<file path="src/logic/tpw_cfg.svh">
`ifndef TPW_CFG_SVH
`define TPW_CFG_SVH
// Register indices; byte address is four times the index
`define TPW_UNIT_STRIDE 16'h0030
`define TPW_IDX_MODE    16'h1fae
`define TPW_IDX_CLK     16'h1faf
`define TPW_IDX_OUT     16'h1fb2
`define TPW_IDX_CNT     16'h1fb4
`define TPW_IDX_PRD     16'h1fb6
`define TPW_IDX_CMPU    16'h1fb8
`define TPW_IDX_CMPV    16'h1fba
`define TPW_IDX_CMPW    16'h1fbc
`define TPW_IDX_DT      16'h1fbe
`define TPW_IDX_STS     16'h1fc0
`define TPW_IDX_MSK     16'h1fc1
// Mode control fields
`define TPW_MODE_HLF    7
`define TPW_MODE_DTY    6
`define TPW_MODE_POLU   5
`define TPW_MODE_POLL   4
`define TPW_MODE_DEC    3:2
`define TPW_MODE_SHAPE  1
`define TPW_MODE_EN     0
// Phase output control fields
`define TPW_OUT_DIR     15
`define TPW_OUT_EXP     14:12
`define TPW_OUT_PERIOD_SYNC_SEL   11
`define TPW_OUT_WAVE    10:8
`define TPW_OUT_SRC     7:6
// Status and mask bits
`define TPW_STS_PERIOD  0
`define TPW_STS_POSHIT  1
// Reset values
`define TPW_RST_MODE    8'h00
`define TPW_RST_CLK     2'h0
`define TPW_RST_OUT     16'h0000
`define TPW_RST_DT      6'h00
`define TPW_RST_PRD     12'h010
// Fc cycles per dead-time unit
`define TPW_DT_UNIT     9'h008
`endif

</file>
<file path="src/logic/tpw_pkg.sv">
package tpw_pkg;
	// APB request bundle from the master
	typedef struct packed {
		logic        psel;
		logic        penable;
		logic        pwrite;
		logic [15:0] paddr;
		logic [31:0] pwdata;
	} tpw_apb_req_t;

	// Upper and lower arm pins of the U, V, W phases
	typedef struct packed {
		logic [2:0] upper;
		logic [2:0] lower;
	} tpw_arms_t;

	typedef enum logic [1:0] {
		TPW_SYNC_NOW = 2'h0,
		TPW_SYNC_POS = 2'h1,
		TPW_SYNC_T1  = 2'h2,
		TPW_SYNC_T2  = 2'h3
	} tpw_sync_t;

	// Counter direction, one-hot
	typedef enum logic [1:0] {
		TPW_UP   = 2'b01,
		TPW_DOWN = 2'b10
	} tpw_dir_t;
endpackage : tpw_pkg

</file>
<file path="src/logic/tpw_top.sv">
// Our own choice: the APB interface to the registers.
`timescale 1ns/1ns
`include "tpw_cfg.svh"

// Overview of operation
// RULE1: Two identical units at two register sets
// RULE2: Half-period irq when selected and decimation 00
// RULE3: Duty mode 0 shares U compare value
// RULE4: Polarity bits invert outputs when active low
// RULE5: Irq every 1, 2, 4, 8 periods
// RULE6: Shape bit picks sawtooth or triangle counting
// RULE7: Enable bit gates synthesis onto outputs
// RULE8: Software disables unit before changing settings
// RULE9: Dead time counts eight clocks per unit
// RULE10: Expected position bits compared after update
// RULE11: Sync source: now, position, timer1, timer2
// RULE12: Wave bits pick PWM or fixed level
// RULE13: Arm control field maps to arm levels
// RULE14: Period sync holds pending settings, rewritable
// RULE15: Period and compares double buffered per period
// RULE16: Direction flag reads 1 while counting down
// RULE17: Dead time between complementary arm edges
module tpw_top #(
	parameter int CW = 12
) (
	input  wire logic                  clock,
	input  wire logic                  rstn,
	input  wire tpw_pkg::tpw_apb_req_t apb_req,
	output logic [31:0]                prdata,
	output logic                       pready,
	output logic                       pslverr,
	input  wire logic [5:0]            pos_in,
	input  wire logic [1:0]            timer_evt,
	output tpw_pkg::tpw_arms_t         arms_q [2],
	output logic                       irq
);
	// Bus handshake: one wait state, commit on the pready edge
	logic        rdy_q;
	logic [31:0] rdata_q;
	logic        err_q;
	logic        irq_q;
	wire  [15:0] idx = {2'h0, apb_req.paddr[15:2]};
	wire         access = apb_req.psel & apb_req.penable;
	wire         wr_go = access & apb_req.pwrite & rdy_q;
	logic [31:0] rd_word [2];
	logic        unit_hit [2];
	logic        unit_irq [2];
	wire         any_hit = unit_hit[0] | unit_hit[1];
	wire  [31:0] rd_mux = unit_hit[0] ? rd_word[0] : rd_word[1];

	assign prdata = rdata_q;
	assign pready = rdy_q;
	assign pslverr = err_q;
	assign irq = irq_q;

	// Answer timing and read capture
	always_ff @(posedge clock or negedge rstn) begin
		if (!rstn) begin
			rdy_q <= 1'b0;
			rdata_q <= 32'h0000_0000;
			err_q <= 1'b0;
			irq_q <= 1'b0;
		end else begin
			rdy_q <= access & ~rdy_q;
			rdata_q <= (access & ~rdy_q & ~apb_req.pwrite) ? rd_mux : 32'h0000_0000;
			err_q <= access & ~rdy_q & ~any_hit;
			irq_q <= unit_irq[0] | unit_irq[1];
		end
	end

	// Divider limit for a 2-bit power-of-two select
	function automatic logic [2:0] pow_lim(input logic [1:0] sel);
		pow_lim = 3'((4'h1 << sel) - 4'h1);
	endfunction : pow_lim

	genvar u;
	genvar p;
	generate
	for (u = 0; u < 2; u++) begin : g_unit
		// Register file of this unit
		logic [7:0]    mode_q;
		logic [1:0]    clk_q;
		logic [15:0]   out_q;
		logic [5:0]    dt_q;
		logic [CW-1:0] prd_buf_q;
		logic [CW-1:0] prd_q;
		logic [CW-1:0] cmp_buf_q [3];
		logic [CW-1:0] cmp_q [3];
		logic [1:0]    sts_q;
		logic [1:0]    msk_q;
		logic [CW-1:0] cnt_q;
		tpw_pkg::tpw_dir_t dir_q;
		logic [2:0]    pre_q;
		logic [2:0]    dec_q;
		logic [14:0]   act_q;
		logic          wait_q;
		logic [2:0]    ps1_q;
		logic [2:0]    ps2_q;
		logic [2:0]    ps3_q;

		// Address decode relative to this unit's base
		wire [15:0] loc = idx - 16'(u * `TPW_UNIT_STRIDE); // RULE1
		wire h_mode = loc == `TPW_IDX_MODE;
		wire h_clk  = loc == `TPW_IDX_CLK;
		wire h_out  = loc == `TPW_IDX_OUT;
		wire h_cnt  = loc == `TPW_IDX_CNT;
		wire h_prd  = loc == `TPW_IDX_PRD;
		wire h_cu   = loc == `TPW_IDX_CMPU;
		wire h_cv   = loc == `TPW_IDX_CMPV;
		wire h_cw   = loc == `TPW_IDX_CMPW;
		wire h_dt   = loc == `TPW_IDX_DT;
		wire h_sts  = loc == `TPW_IDX_STS;
		wire h_msk  = loc == `TPW_IDX_MSK;
		wire [31:0] wd = apb_req.pwdata;
		wire en    = mode_q[`TPW_MODE_EN];
		wire shape = mode_q[`TPW_MODE_SHAPE];
		wire is_dn = dir_q == tpw_pkg::TPW_DOWN;

		assign unit_hit[u] = h_mode | h_clk | h_out | h_cnt | h_prd | h_cu
			| h_cv | h_cw | h_dt | h_sts | h_msk;
		assign rd_word[u] =
			h_mode ? {24'h00_0000, mode_q} :
			h_clk  ? {30'h0000_0000, clk_q} :
			h_out  ? {16'h0000, is_dn, out_q[14:0]} : // RULE16
			h_cnt  ? 32'(cnt_q) :
			h_prd  ? 32'(prd_buf_q) :
			h_cu   ? 32'(cmp_buf_q[0]) :
			h_cv   ? 32'(cmp_buf_q[1]) :
			h_cw   ? 32'(cmp_buf_q[2]) :
			h_dt   ? {26'h000_0000, dt_q} :
			h_sts  ? {30'h0000_0000, sts_q} :
			h_msk  ? {30'h0000_0000, msk_q} : 32'h0000_0000;

		// Counter clock prescale and period events
		wire tick = en & (pre_q >= pow_lim(clk_q));
		wire at_top = cnt_q >= prd_q - CW'(1);
		wire wrap_e = tick & ~shape & at_top;               // RULE6
		wire top_c  = tick & shape & ~is_dn & at_top;
		wire bot_c  = tick & shape & is_dn & (cnt_q <= CW'(1));
		wire per_evt  = wrap_e | bot_c;
		wire half_evt = top_c | bot_c;
		wire load = ~en | per_evt;                          // RULE15
		wire dec_hit = per_evt & (dec_q == pow_lim(mode_q[`TPW_MODE_DEC]));
		wire hlf_sel = mode_q[`TPW_MODE_HLF] & (mode_q[`TPW_MODE_DEC] == 2'h0);
		wire prd_evt = hlf_sel ? half_evt : dec_hit;        // RULE2 RULE5

		// Output update synchronisation
		wire pos_chg = ps2_q != ps3_q;
		wire [1:0] src = out_q[`TPW_OUT_SRC];
		wire sync_hit = (src == 2'(tpw_pkg::TPW_SYNC_NOW)) |
			((src == 2'(tpw_pkg::TPW_SYNC_POS)) & pos_chg) |
			((src == 2'(tpw_pkg::TPW_SYNC_T1)) & timer_evt[0]) |
			((src == 2'(tpw_pkg::TPW_SYNC_T2)) & timer_evt[1]); // RULE11
		wire period_sync_sel = out_q[`TPW_OUT_PERIOD_SYNC_SEL];
		wire apply = period_sync_sel ? ((wait_q | sync_hit) & per_evt) : sync_hit;
		wire pos_ok = pos_chg & (ps2_q == act_q[`TPW_OUT_EXP]); // RULE10
		wire [1:0] ev = {pos_ok, prd_evt};
		wire sts_wr = wr_go & h_sts;

		// Register writes; software must disable before retuning
		always_ff @(posedge clock or negedge rstn) begin
			if (!rstn) begin
				mode_q <= `TPW_RST_MODE;
				clk_q <= `TPW_RST_CLK;
				out_q <= `TPW_RST_OUT;
				dt_q <= `TPW_RST_DT;
				prd_buf_q <= `TPW_RST_PRD;
				msk_q <= 2'h0;
			end else begin
				if (wr_go & h_mode) mode_q <= wd[7:0];
				if (wr_go & h_clk) clk_q <= wd[1:0];
				if (wr_go & h_out) out_q <= wd[15:0]; // RULE14
				if (wr_go & h_dt) dt_q <= wd[5:0];
				if (wr_go & h_prd) prd_buf_q <= wd[CW-1:0];
				if (wr_go & h_msk) msk_q <= wd[1:0];
			end
		end

		// Compare buffers, written and loaded per period
		for (p = 0; p < 3; p++) begin : g_cmp
			wire hc = (p == 0) ? h_cu : (p == 1) ? h_cv : h_cw;
			always_ff @(posedge clock or negedge rstn) begin
				if (!rstn) begin
					cmp_buf_q[p] <= '0;
					cmp_q[p] <= '0;
				end else begin
					if (wr_go & hc) cmp_buf_q[p] <= wd[CW-1:0];
					if (load) cmp_q[p] <= cmp_buf_q[p]; // RULE15
				end
			end
		end

		// Sticky status: an event beats a same-cycle clear
		always_ff @(posedge clock or negedge rstn) begin
			if (!rstn) begin
				sts_q <= 2'h0;
				unit_irq[u] <= 1'b0;
			end else begin
				sts_q <= (sts_q & ~(sts_wr ? wd[1:0] : 2'h0)) | ev;
				unit_irq[u] <= |(sts_q & msk_q);
			end
		end

		// PWM counter, sawtooth or triangle
		always_ff @(posedge clock or negedge rstn) begin
			if (!rstn) begin
				pre_q <= 3'h0;
				cnt_q <= '0;
				dir_q <= tpw_pkg::TPW_UP;
				prd_q <= `TPW_RST_PRD;
				dec_q <= 3'h0;
			end else begin
				pre_q <= (tick | ~en) ? 3'h0 : pre_q + 3'h1;
				if (load) prd_q <= prd_buf_q;
				if (!en) dec_q <= 3'h0;
				else if (per_evt) dec_q <= dec_hit ? 3'h0 : dec_q + 3'h1;
				if (!en) begin
					cnt_q <= '0;
					dir_q <= tpw_pkg::TPW_UP;
				end else if (tick) begin
					unique case (dir_q)
						tpw_pkg::TPW_UP: begin
							if (wrap_e) cnt_q <= '0;
							else if (top_c) begin
								cnt_q <= prd_q;
								dir_q <= tpw_pkg::TPW_DOWN; // RULE16
							end else cnt_q <= cnt_q + CW'(1);
						end
						tpw_pkg::TPW_DOWN: begin
							if (bot_c) begin
								cnt_q <= '0;
								dir_q <= tpw_pkg::TPW_UP;
							end else cnt_q <= cnt_q - CW'(1);
						end
					endcase
				end
			end
		end

		// Position pins synchroniser and pending update
		always_ff @(posedge clock or negedge rstn) begin
			if (!rstn) begin
				ps1_q <= 3'h0;
				ps2_q <= 3'h0;
				ps3_q <= 3'h0;
				act_q <= 15'h0000;
				wait_q <= 1'b0;
			end else begin
				ps1_q <= pos_in[3*u +: 3];
				ps2_q <= ps1_q;
				ps3_q <= ps2_q;
				if (apply) act_q <= out_q[14:0];
				wait_q <= period_sync_sel & ~apply & (wait_q | sync_hit); // RULE14
			end
		end

		// Duty compare per phase
		wire [CW-1:0] cmp_u = cmp_q[0];
		for (p = 0; p < 3; p++) begin : g_ph
			logic [8:0] dtc_q;
			logic       prev_q;
			wire [CW-1:0] duty = mode_q[`TPW_MODE_DTY] ? cmp_q[p] : cmp_u; // RULE3
			wire pwm = cnt_q < duty;
			wire wave = act_q[8+p];
			wire [1:0] oc = act_q[2*p +: 2];
			wire both = wave & (oc[1] == oc[0]);
			wire [8:0] dtc_d = (pwm != prev_q) ? 9'(dt_q) * `TPW_DT_UNIT // RULE9
				: (dtc_q != 9'h000) ? dtc_q - 9'h001 : 9'h000;
			wire blank = both & (dtc_d != 9'h000);               // RULE17
			wire up_v = (wave ? (oc != 2'b01) & pwm : oc[1]) & ~blank; // RULE12 RULE13
			wire lo_v = (wave ? (oc != 2'b10) & ~pwm : oc[0]) & ~blank;
			wire pu = mode_q[`TPW_MODE_POLU];
			wire pl = mode_q[`TPW_MODE_POLL];
			always_ff @(posedge clock or negedge rstn) begin
				if (!rstn) begin
					dtc_q <= 9'h000;
					prev_q <= 1'b0;
					arms_q[u].upper[p] <= 1'b1;
					arms_q[u].lower[p] <= 1'b1;
				end else begin
					dtc_q <= dtc_d;
					prev_q <= pwm;
					arms_q[u].upper[p] <= en ? ~(up_v ^ pu) : ~pu; // RULE4 RULE7
					arms_q[u].lower[p] <= en ? ~(lo_v ^ pl) : ~pl;
				end
			end
		end
	end
	endgenerate
endmodule : tpw_top

</file>
<file path="config.mk">
export PLATFORM = sky130hd
export DESIGN_NAME = tpw_top
export DESIGN_NICKNAME = d
export VERILOG_FILES = /design/src/logic/tpw_pkg.sv /design/src/logic/tpw_top.sv
export VERILOG_INCLUDE_DIRS = /design/src /design/src/logic
export SDC_FILE = /design/constraint.sdc
export NUM_CORES = 1
export LEC_CHECK = 0
export BUFFER_PORTS_ARGS = -buffer_cell sky130_fd_sc_hd__buf_2
export CORE_UTILIZATION = 60
export DETAILED_ROUTE_END_ITERATION = 16
export PLACE_DENSITY = 0.75
export SYNTH_ARGS = -nofsm -noshare
export SYNTH_HDL_FRONTEND = slang
export SYNTH_SLANG_ARGS = --single-unit
</file>
<file path="constraint.sdc">
create_clock -name clock -period 10.3 [get_ports clock]
set_clock_uncertainty 0.2 [all_clocks]
set_input_delay 0.515 -clock clock [delete_from_list [all_inputs] [get_ports clock]]
set_output_delay 0.515 -clock clock [all_outputs]
set_load 0.05 [all_outputs]
</file>
; ---- Yosys cells after proc, flatten, opt, wreduce, memory -nomap -nowiden
; Index checks and enable logic that the tools add are counted.
; W data, S select, Z words.
[word_totals]
register_bits = 461
latchBits = 0
ramBits = 0
romBits = 0
mem_count = 0
[op_classes]
n_addsub = 21
mul = 0
div_mod_pow = 0
n_lt_le_gt_ge = 12
n_eq_ne = 72
n_shift = 4
muxes = 102
bitwise_logic = 193
n_reduce_logical = 20
[ops]
columns = op, count
row1 = $mux W12, 24
row2 = $eq A16 B13 Y1 const B, 11
row3 = $eq A14 B13 Y1 const B, 11
row4 = $mux W9, 12
row5 = $reduce_bool A9 Y1, 12
row6 = $and A1 B1 Y1, 96
row7 = $mux W16, 6
row8 = $lt A12 B12 Y1, 6
row9 = $mux W32, 2
row10 = $sub A9 B1 Y9 const B, 6
row11 = $pmux W12 S2, 2
row12 = $sub A12 B1 Y12 const B, 4
row13 = $not A1 Y1, 39
row14 = $or A1 B1 Y1, 38
row15 = $mux W2, 16
row16 = $mux W1, 28
row17 = $add A12 B1 Y12 const B, 2
row18 = $ge A12 B12 Y1, 2
row19 = $le A12 B1 Y1 const B, 2
row20 = $mux W3, 8
row21 = $ne A2 B1 Y1 const B, 10
row22 = $sub A14 B6 Y15 const B, 1
row23 = $add A3 B1 Y3 const B, 4
row24 = $eq A2 B2 Y1 const B, 6
row25 = 20 further kinds, 76

; ---- Longest topological paths before layout
; Gate-level depths: netlist of the first run.
[logic_depth]
depth_word = 15
depth_mapped = 17
mapped_depth_nobuf = 14

; ---- Least setup slack after synthesis of the first run
; OpenSTA, ideal clock, no wires.
[synth_timing]
kind = register -> register
start = register g_unit[1].prd_q[5]
end = register g_unit[1].cmp_q (netlist bit g_unit[1].cmp_u[1])
setup_time_ps = 125
arrival_ps = 3647
t_required_ps = 9975
slack_ps = 6329
stages_incl_launch_ff = 18
synth_period_minus_slack_ps = 3971
cell_sequence = dfrtp_1 > or4_1 > nor2_1 > nand2_1 > nor3_1 > xnor2_1 > ha_1 > o21ai_0 > nand2b_1 > o2111ai_1 > or3_1 > o21ai_0 > o21ba_2 > buf_2 > o211ai_1 > buf_2 > buf_4 > mux2_2
[synth_between]
elab_chain_len = 5
[synth_rtl]
columns = item, line_no
row1 = start: declaration, tpw_top.sv:86  ; logic [CW-1:0] prd_q;
row2 = start signal: assignment, tpw_top.sv:210  ; prd_q <= `TPW_RST_PRD;
row3 = start signal: assignment, tpw_top.sv:214  ; if (load) prd_q <= prd_buf_q;
row4 = $sub A12 B1 Y12, tpw_top.sv:136  ; wire at_top = cnt_q >= prd_q - CW'(1);
row5 = $ge A12 B12 Y1, tpw_top.sv:136
row6 = $and A1 B1 Y1, tpw_top.sv:137  ; wire wrap_e = tick & ~shape & at_top;
row7 = $or A1 B1 Y1, tpw_top.sv:140  ; wire per_evt = wrap_e | bot_c;
row8 = $or A1 B1 Y1, tpw_top.sv:142  ; wire load = ~en | per_evt;
row9 = end signal: indexed assignment, tpw_top.sv:188  ; if (load) cmp_q[p] <= cmp_buf_q[p];
row10 = end: declaration, tpw_top.sv:88  ; logic [CW-1:0] cmp_q [3];
; Every way passes these cells.
; A chain may end at the register's enable or synchronous reset.

; ---- Final worst setup path of the first run
[layout_timing]
start = register g_unit[1].prd_q[3]
end = register g_unit[1].cmp_q (netlist bit g_unit[1].cmp_u[10])
; Same word-level chain as after synthesis.

==> flow_metrics.tcl, run 1 <==
set metrics [dict create \
    peakVddDrop_mv 0.153 \
    worst_slew_pin_slew_ps 1220 \
    grt_overflow 0 \
    ys_async_sr_fraction 1.00 \
    synth-edff-count 0 \
    cp_max_fo 48 \
    period_minus_slack_ps 4640 \
    finalCritPeriodShare 0.451 \
    critPathMaxStageDelay_ps 700 \
    postCtsResizedCells 0 \
    path_class "reg -> reg" \
    rows 74 \
    critPathRequiredTime_ps 10590 \
    rsz0062_at_grt "no" \
    hold_depth 3 \
    yosysWarnings 0 \
    grtUsageTotal 0.343 \
    path_cells "or4_1 > nor2_1 > nand2_1 > nor3_1 > xnor2_1 > ha_1 > a211o_1 > o2111ai_1 > or3_1 > o21ai_0 > o21ba_2 > o211ai_1 > buf_4 > mux2_1" \
    wl_mm 71.1 \
    clock_path_buffers 3 \
    outcome "completed" \
    p_leak_nw 12.9 \
    first_pass_iters 7 \
    ys_seq_elements 439 \
    synth_cell_type_count 92 \
    critPathSlowestCell "o21ba_2" \
    setup_violations 0 \
    drv_slew 0 \
    die_w_um 205 \
    via_per_inst 6.66 \
    cp.arrival_ps 4930 \
    grt_max_degree 110 \
    cts_num_sinks 439 \
    ys.flop_type "dfrtp_1" \
    hold_class "in -> reg" \
    rr_worst_depth 14 \
    multi_input_area_mm2 0.0129 \
    power_density_mw_per_mm2 148 \
    die_area_mm2 0.0421 \
    final_layout_size_suffix_gt1_frac 0.210 \
    grt_pass1_wl_mm 111 \
    htree_levels 2 \
    ios 108 \
    crit_buf_inv 1 \
    avgSynthCellArea_um2 10.5 \
    portBuffers 72 \
    cts_tree "yes" \
    cts-root-buf "clkbuf_16" \
    fmax_mhz 215 \
    netlist_area_mm2 0.0248 \
    p_total_mw 4.04 \
    syn_inst 2368 \
    setup_tns_ps 0 \
    worstSetupPathDepth 14 \
    gp_congestion 0.960 \
    route.vias.total 19800 \
    drtAntennaViolNets 0 \
    numCtsBuffers 48 \
    hold_violations 0 \
    endpoint_kind "flip-flop" \
    num-nets-final 2589 \
    max_cap_viol_count 0 \
    layout_common_cells "dfrtp_1, mux2_2, nor2_1, nand2_1, a21oi_1" \
    clk_pin_slew_ps 70 \
    ff_latch_area_mm2 0.0110 \
    fill_cells 3072 \
    cp-start-kind "flip-flop" \
    grt_pass1_vias 19700 \
    final_core_util 0.673 \
    wl_per_cell_um 23.9 \
    start_util 0.608 \
    worstSkewPairLatency_ps 620 \
    core_area_mm2 0.0407 \
    syn2layout_area_growth_pct 10.6 \
    dp_hpwl_mm 49.4 \
    antenna_found_initial 0 \
    max_slew_margin 0.183 \
    layout_commonest_cell "dfrtp_1" \
    die_h_um 205 \
    ys_seq_area_frac 0.444 \
    critPathTopFamily "compound AO/OA/AOI/OAI gates" \
    whs_ps 33.1 \
    drt_iter0_drc 2051 \
    drc 0 \
]
kinds of logic (layout without fill, tap and decap cells):
| kind of cell | Yosys count | after routing | synth area share |
|---|---|---|---|
| flip-flops | 439 | 439 | 0.444 |
| AO/OA/AOI/OAI | 511 | 511 | 0.144 |
| other | 1 | 17 | 0.000151 |
| buffers and inverters | 232 | 289 | 0.0397 |
| multiplexers | 308 | 308 | 0.139 |
| AND/OR/NAND/NOR | 651 | 651 | 0.134 |
| adder cells (fa/ha/maj) | 126 | 126 | 0.0636 |
| XOR/XNOR | 100 | 100 | 0.0354 |
power breakdown:
group          internal, mW  switching [mW]  total, mW
Combinational        0.0950           0.181      0.276
Sequential             1.76          0.0397       1.80
Clock                  1.22           0.746       1.96
what timing repair did:
item,CTS,global route
endpoints found under the hold margin,111,0
hold buffers,10,0
buffers inserted,0,0
area by class of cell:
| cell class | instances | share of cell area |
|---|---|---|
| Sequential cell | 439 | 0.402 |
| Timing Repair Buffer | 114 | 0.0258 |
| Tap cell | 532 | 0.0243 |
| Inverter | 87 | 0.0119 |
| Clock buffer | 62 | 0.0499 |
| Multi-Input combinational cell | 1712 | 0.470 |
| Antenna cell | 1 | 0.0000913 |
| Clock inverter | 26 | 0.0163 |
tightest hold or removal path: cells and delay by family:
kind          cells  cell delay, ps
simple gates      2             160
buf+inv           1             110
Yosys cell counts, types with 16 or more instances:
cell type | instances | share of area
o2111ai_1 | 20 | 0.0071
buf_4 | 20 | 0.0061
nor4_1 | 27 | 0.0068
a222oi_1 | 17 | 0.0069
dfrtp_1 | 421 | 0.43
nand4_1 | 33 | 0.0083
mux2_2 | 267 | 0.12
clkbuf_1 | 92 | 0.014
buf_2 | 16 | 0.0032
a22oi_1 | 27 | 0.0082
o211ai_1 | 18 | 0.0055
inv_1 | 86 | 0.013
nand2_1 | 137 | 0.021
nor2_1 | 160 | 0.024
a21oi_1 | 127 | 0.026
a221oi_1 | 29 | 0.010
ha_1 | 126 | 0.064
o31ai_1 | 46 | 0.014
mux2i_1 | 23 | 0.0093
a21o_1 | 27 | 0.0082
nor3b_1 | 17 | 0.0052
nand3_1 | 67 | 0.014
xnor2_1 | 57 | 0.020
nor3_1 | 77 | 0.016
dfstp_2 | 18 | 0.019
nand2b_1 | 26 | 0.0066
o21ai_0 | 73 | 0.015
mux2_1 | 17 | 0.0077
xor2_1 | 43 | 0.015
path summary, 6_finish.rpt:
path / startpoint / endpoint / slack [ps]
worst max-delay path: g_unit[1].prd_q[3] / g_unit[1].cmp_u[10] / 5660
worst min-delay path: apb_req[49] / pready / 30
worst max register to register: g_unit[1].prd_q[3] / g_unit[1].cmp_u[10] / 5660
worst min register to register: g_unit[1].ps1_q[2] / g_unit[1].ps2_q[2] / 150
max in group asynchronous: rstn / g_unit[1].g_ph[1].dtc_q[0] / 7230
min in group asynchronous: rstn / g_unit[0].g_ph[2].dtc_q[1] / 350
routing by layer:
layer	vias to the layer above	GRT usage	wire [um]
li1	8813	-	-
met1	9815	0.434	27900
met2	924	0.553	33400
met3	255	0.0491	4880
met4	0	0.223	4930
met5	-	0	0
sequential cells by signal, indices dropped and copies added (netlist names), 16 cells and up:
register / count
g_unit.mode_q: 16
g_unit.g_ph.dtc_q: 54
g_unit.prd_q: 24
g_unit.cmp_buf_q: 72
g_unit.act_q: 24
g_unit.cmp_q: 48
g_unit.cmp_u: 24
prdata: 16
g_unit.out_q: 30
g_unit.cnt_q: 24
g_unit.prd_buf_q: 24
through the flow:
stage | area (um2) | cells | worst slack, ps
after floorplan | 24800 | 2383 | 6330
after global placement | 25500 | 2873 | 5820
after detailed placement | 25500 | 2873 | 5740
after CTS | 27400 | 2971 | 5720
after global routing | 27400 | 2972 | 5460
final | 27400 | 2973 | 5660
Power figures use the tool's default switching activity.
==> run 2, diff against run 1 <==
- ABC_AREA: unset -> 1
- CORE_UTILIZATION: 60 -> 57
- clock period: 10.3 -> 4.2 ns (I/O delays scaled with it)
==> run 2 against run 1 <==
Effect of this change: synthesized cell count up 34%; sequential power grew to 2.6 times the previous value; final cell count up 30%; utilization decreased by 2.3 points; count of clock-buffer cells in the layout is 1 higher; design area up 0.29%; power rose to 2.6 times the previous value; critical path depth increased by 5; first-iteration DRC count rose by 19%; hold slack lost 10 ps; critical endpoint is now g_unit[1].act_q[10].
==> flow_metrics.tcl, run 2 <==
set metrics [dict create \
    use_met2 0.480 \
    endpoint_kind "flip-flop" \
    clk_pin_slew_ps 60 \
    netlist.area_leader.share 0.426 \
    cts_tree "yes" \
    r2r-end "g_unit[1].act_q[10]" \
    grt_max_degree 114 \
    gp_congestion 0.965 \
    layout_commonest_cell "nand2_1" \
    syn_inst 3174 \
    die_w_um 210 \
    die_h_um 210 \
    drtAntennaViolNets 0 \
    core_area_mm2 0.0423 \
    met1_usage 0.463 \
    worst_slew_pin_slew_ps 1220 \
    peakVddDrop_mv 0.311 \
    start_util 0.584 \
    rows 75 \
    route.vias.total 22100 \
    largestRegisters "g_unit.cmp_buf_q x72, g_unit.g_ph.dtc_q x54, g_unit.cmp_q x48" \
    cts-root-buf "clkbuf_16" \
    worstSkewPairLatency_ps 590 \
    period_minus_slack_ps 3680 \
    p_leak_nw 13.6 \
    wl_mm 70.1 \
    r2r_slack_ps 520 \
    largest_register_ffs 72 \
    final_layout_size_suffix_gt1_frac 0.0911 \
    layout_common_cells "nand2_1, dfrtp_1, inv_1, o21ai_0, nor2_1" \
    synth-edff-count 0 \
    cp.arrival_ps 3970 \
    ios 108 \
    critical_path.endpoint "g_unit[1].act_q[10]" \
    power_density_mw_per_mm2 386 \
    drv_slew 0 \
    avgSynthCellArea_um2 7.79 \
    max_slew_margin 0.185 \
    finalCritPeriodShare 0.875 \
    ys_seq_area_frac 0.445 \
    ys_seq_elements 439 \
    fin_area_mm2 0.0275 \
    cp_common_cell "nand2_1" \
    rr_worst_depth 19 \
    ys.flop_type "dfrtp_1" \
    rsz0062_at_grt "no" \
    yosys.area.top_type "dfrtp_1" \
    path_class "reg -> reg" \
    grt_util_met3 0.0770 \
    reg2reg_from "g_unit[1].prd_q[2]" \
    die_area_mm2 0.0442 \
    numCtsBuffers 46 \
    synthTopCellsByArea "dfrtp_1, nand2_1, ha_1, o21ai_0, inv_1" \
    syn2layout_area_growth_pct 11.1 \
    setup_tns_ps 0 \
    yosysMostFrequentCell "nand2_1" \
    critPathSlowestCell "o22ai_2" \
    grt_pass1_vias 21400 \
    max_cap_viol_count 0 \
    antenna_found_initial 5 \
    clock_path_buffers 3 \
    path_cells "nor2_1 > nand4_1 > nor3_1 > xor2_1 > ha_1 > nand2_1 > nor2_1 > a211oi_1 > o21ai_0 > nand2_1 > nand2_1 > nand2_1 > nand2_1 > nand3_1 > nand2_2 > inv_2 > o22ai_2 > nand2_1 > o21ai_0" \
    wl_per_cell_um 18.2 \
    synth_cell_type_count 59 \
    grtUsageTotal 0.325 \
    postCtsResizedCells 0 \
    setup_violations 0 \
    htree_levels 2 \
    cp-start-kind "flip-flop" \
    regMostFlops "g_unit.cmp_buf_q" \
    ys_async_sr_fraction 1.00 \
    first_pass_iters 6 \
    synthTopCellsByCount "nand2_1, dfrtp_1, inv_1" \
    crit_path_start "g_unit[1].prd_q[2]" \
    drc 0 \
    grt_overflow 0 \
    critPathMaxStageDelay_ps 720 \
    via_per_inst 5.74 \
    critPathRequiredTime_ps 4490 \
    portBuffers 72 \
    drt_iter0_drc 2444 \
    dp_hpwl_mm 50.1 \
    grt_pass1_wl_mm 113 \
    whs_ps 23.1 \
    yosysWarnings 0 \
    hold_violations 0 \
    cp_max_fo 24 \
    num-nets-final 3421 \
    final_core_util 0.649 \
    outcome "completed" \
    cts_num_sinks 439 \
    grt.busiest_layer "met2" \
    fmax_mhz 272 \
    place_area_mm2 0.0256 \
    netlist_area_mm2 0.0247 \
    p_total_mw 10.6 \
    hold_class "in -> reg" \
]
## run 2: cell count changes in the layout (fill, tap and decap cells not counted), sizes merged, moves of 25 or more
| cell | before | now |
|---|---|---|
| a21o | 27 | 0 |
| a21oi | 127 | 213 |
| inv | 88 | 363 |
| mux2 | 285 | 0 |
| nand2 | 137 | 823 |
| nand2b | 26 | 0 |
| nand3 | 68 | 144 |
| nor2 | 160 | 272 |
| nor3 | 79 | 54 |
| nor4 | 30 | 4 |
| o21ai | 77 | 374 |
| o31ai | 46 | 9 |
## run 2: layer usage
layer / part of all wire / wire [um]
met4: 0.035 / 2490
met3: 0.11 / 7420
met5: 0.00033 / 23
met2: 0.43 / 30000
met1: 0.43 / 30200
## run 2: where the power goes
group / switching, mW / internal [mW]
Combinational: 0.883 / 0.586
Sequential: 0.188 / 4.48
Clock: 1.77 / 2.69
Total: 2.85 / 7.76
## run 2: cell type report
cell class,count,area (um2)
flip-flops and latches,439,11000
diodes,4,10.0
fillers,3541,14800
repair buffers,121,886
multi-input cells,2263,11800
well taps,577,722
clock inverters,22,282
inverters,363,1360
clock buffers,63,1390
## run 2: through the flow
| stage | worst slack, ps | instances |
|---|---|---|
| after detailed placement | 609 | 3739 |
| after global placement | 739 | 3739 |
| final | 523 | 3852 |
| after CTS | 589 | 3848 |
| after global routing | 121 | 3848 |
| after floorplan | 1230 | 3189 |
## run 2: worst min-delay path by stage
stage	from	end	cells after the start	slack (ps)
after global placement	pos_in[5]	g_unit[1].ps1_q[2]	1	120
after CTS	apb_req[42]	g_unit[1].msk_q[0]	6	3
after floorplan	rstn	g_unit[0].act_q[0]	0	-290
after global routing	pos_in[5]	g_unit[1].ps1_q[2]	2	60
after detailed placement	pos_in[5]	g_unit[1].ps1_q[2]	1	120
final	apb_req[42]	g_unit[1].msk_q[1]	6	20
## run 2: kinds of logic after synthesis
group / count (synthesis) / synth area share
compound gates: 684 / 0.149
xor+xnor: 86 / 0.0305
fa+ha+maj: 126 / 0.0638
buf+inv: 487 / 0.0794
flops: 439 / 0.445
other cells: 1 / 0.000152
simple gates: 1351 / 0.232
## run 2: timing repair
| item | in CTS | in global routing |
|---|---|---|
| hold buffers | 24 | 0 |
| buffers inserted | 0 | 0 |
| endpoints found under the hold margin | 154 | 0 |
## run 2: critical path, delay by kind of cell, from the launching register on
kind	cells	cell delay, ps
AO/OA/AOI/OAI	4	960
XOR/XNOR	1	130
adder cells (fa/ha/maj)	1	330
buffers and inverters	1	70
flip-flops	1	420
AND/OR/NAND/NOR	12	1450
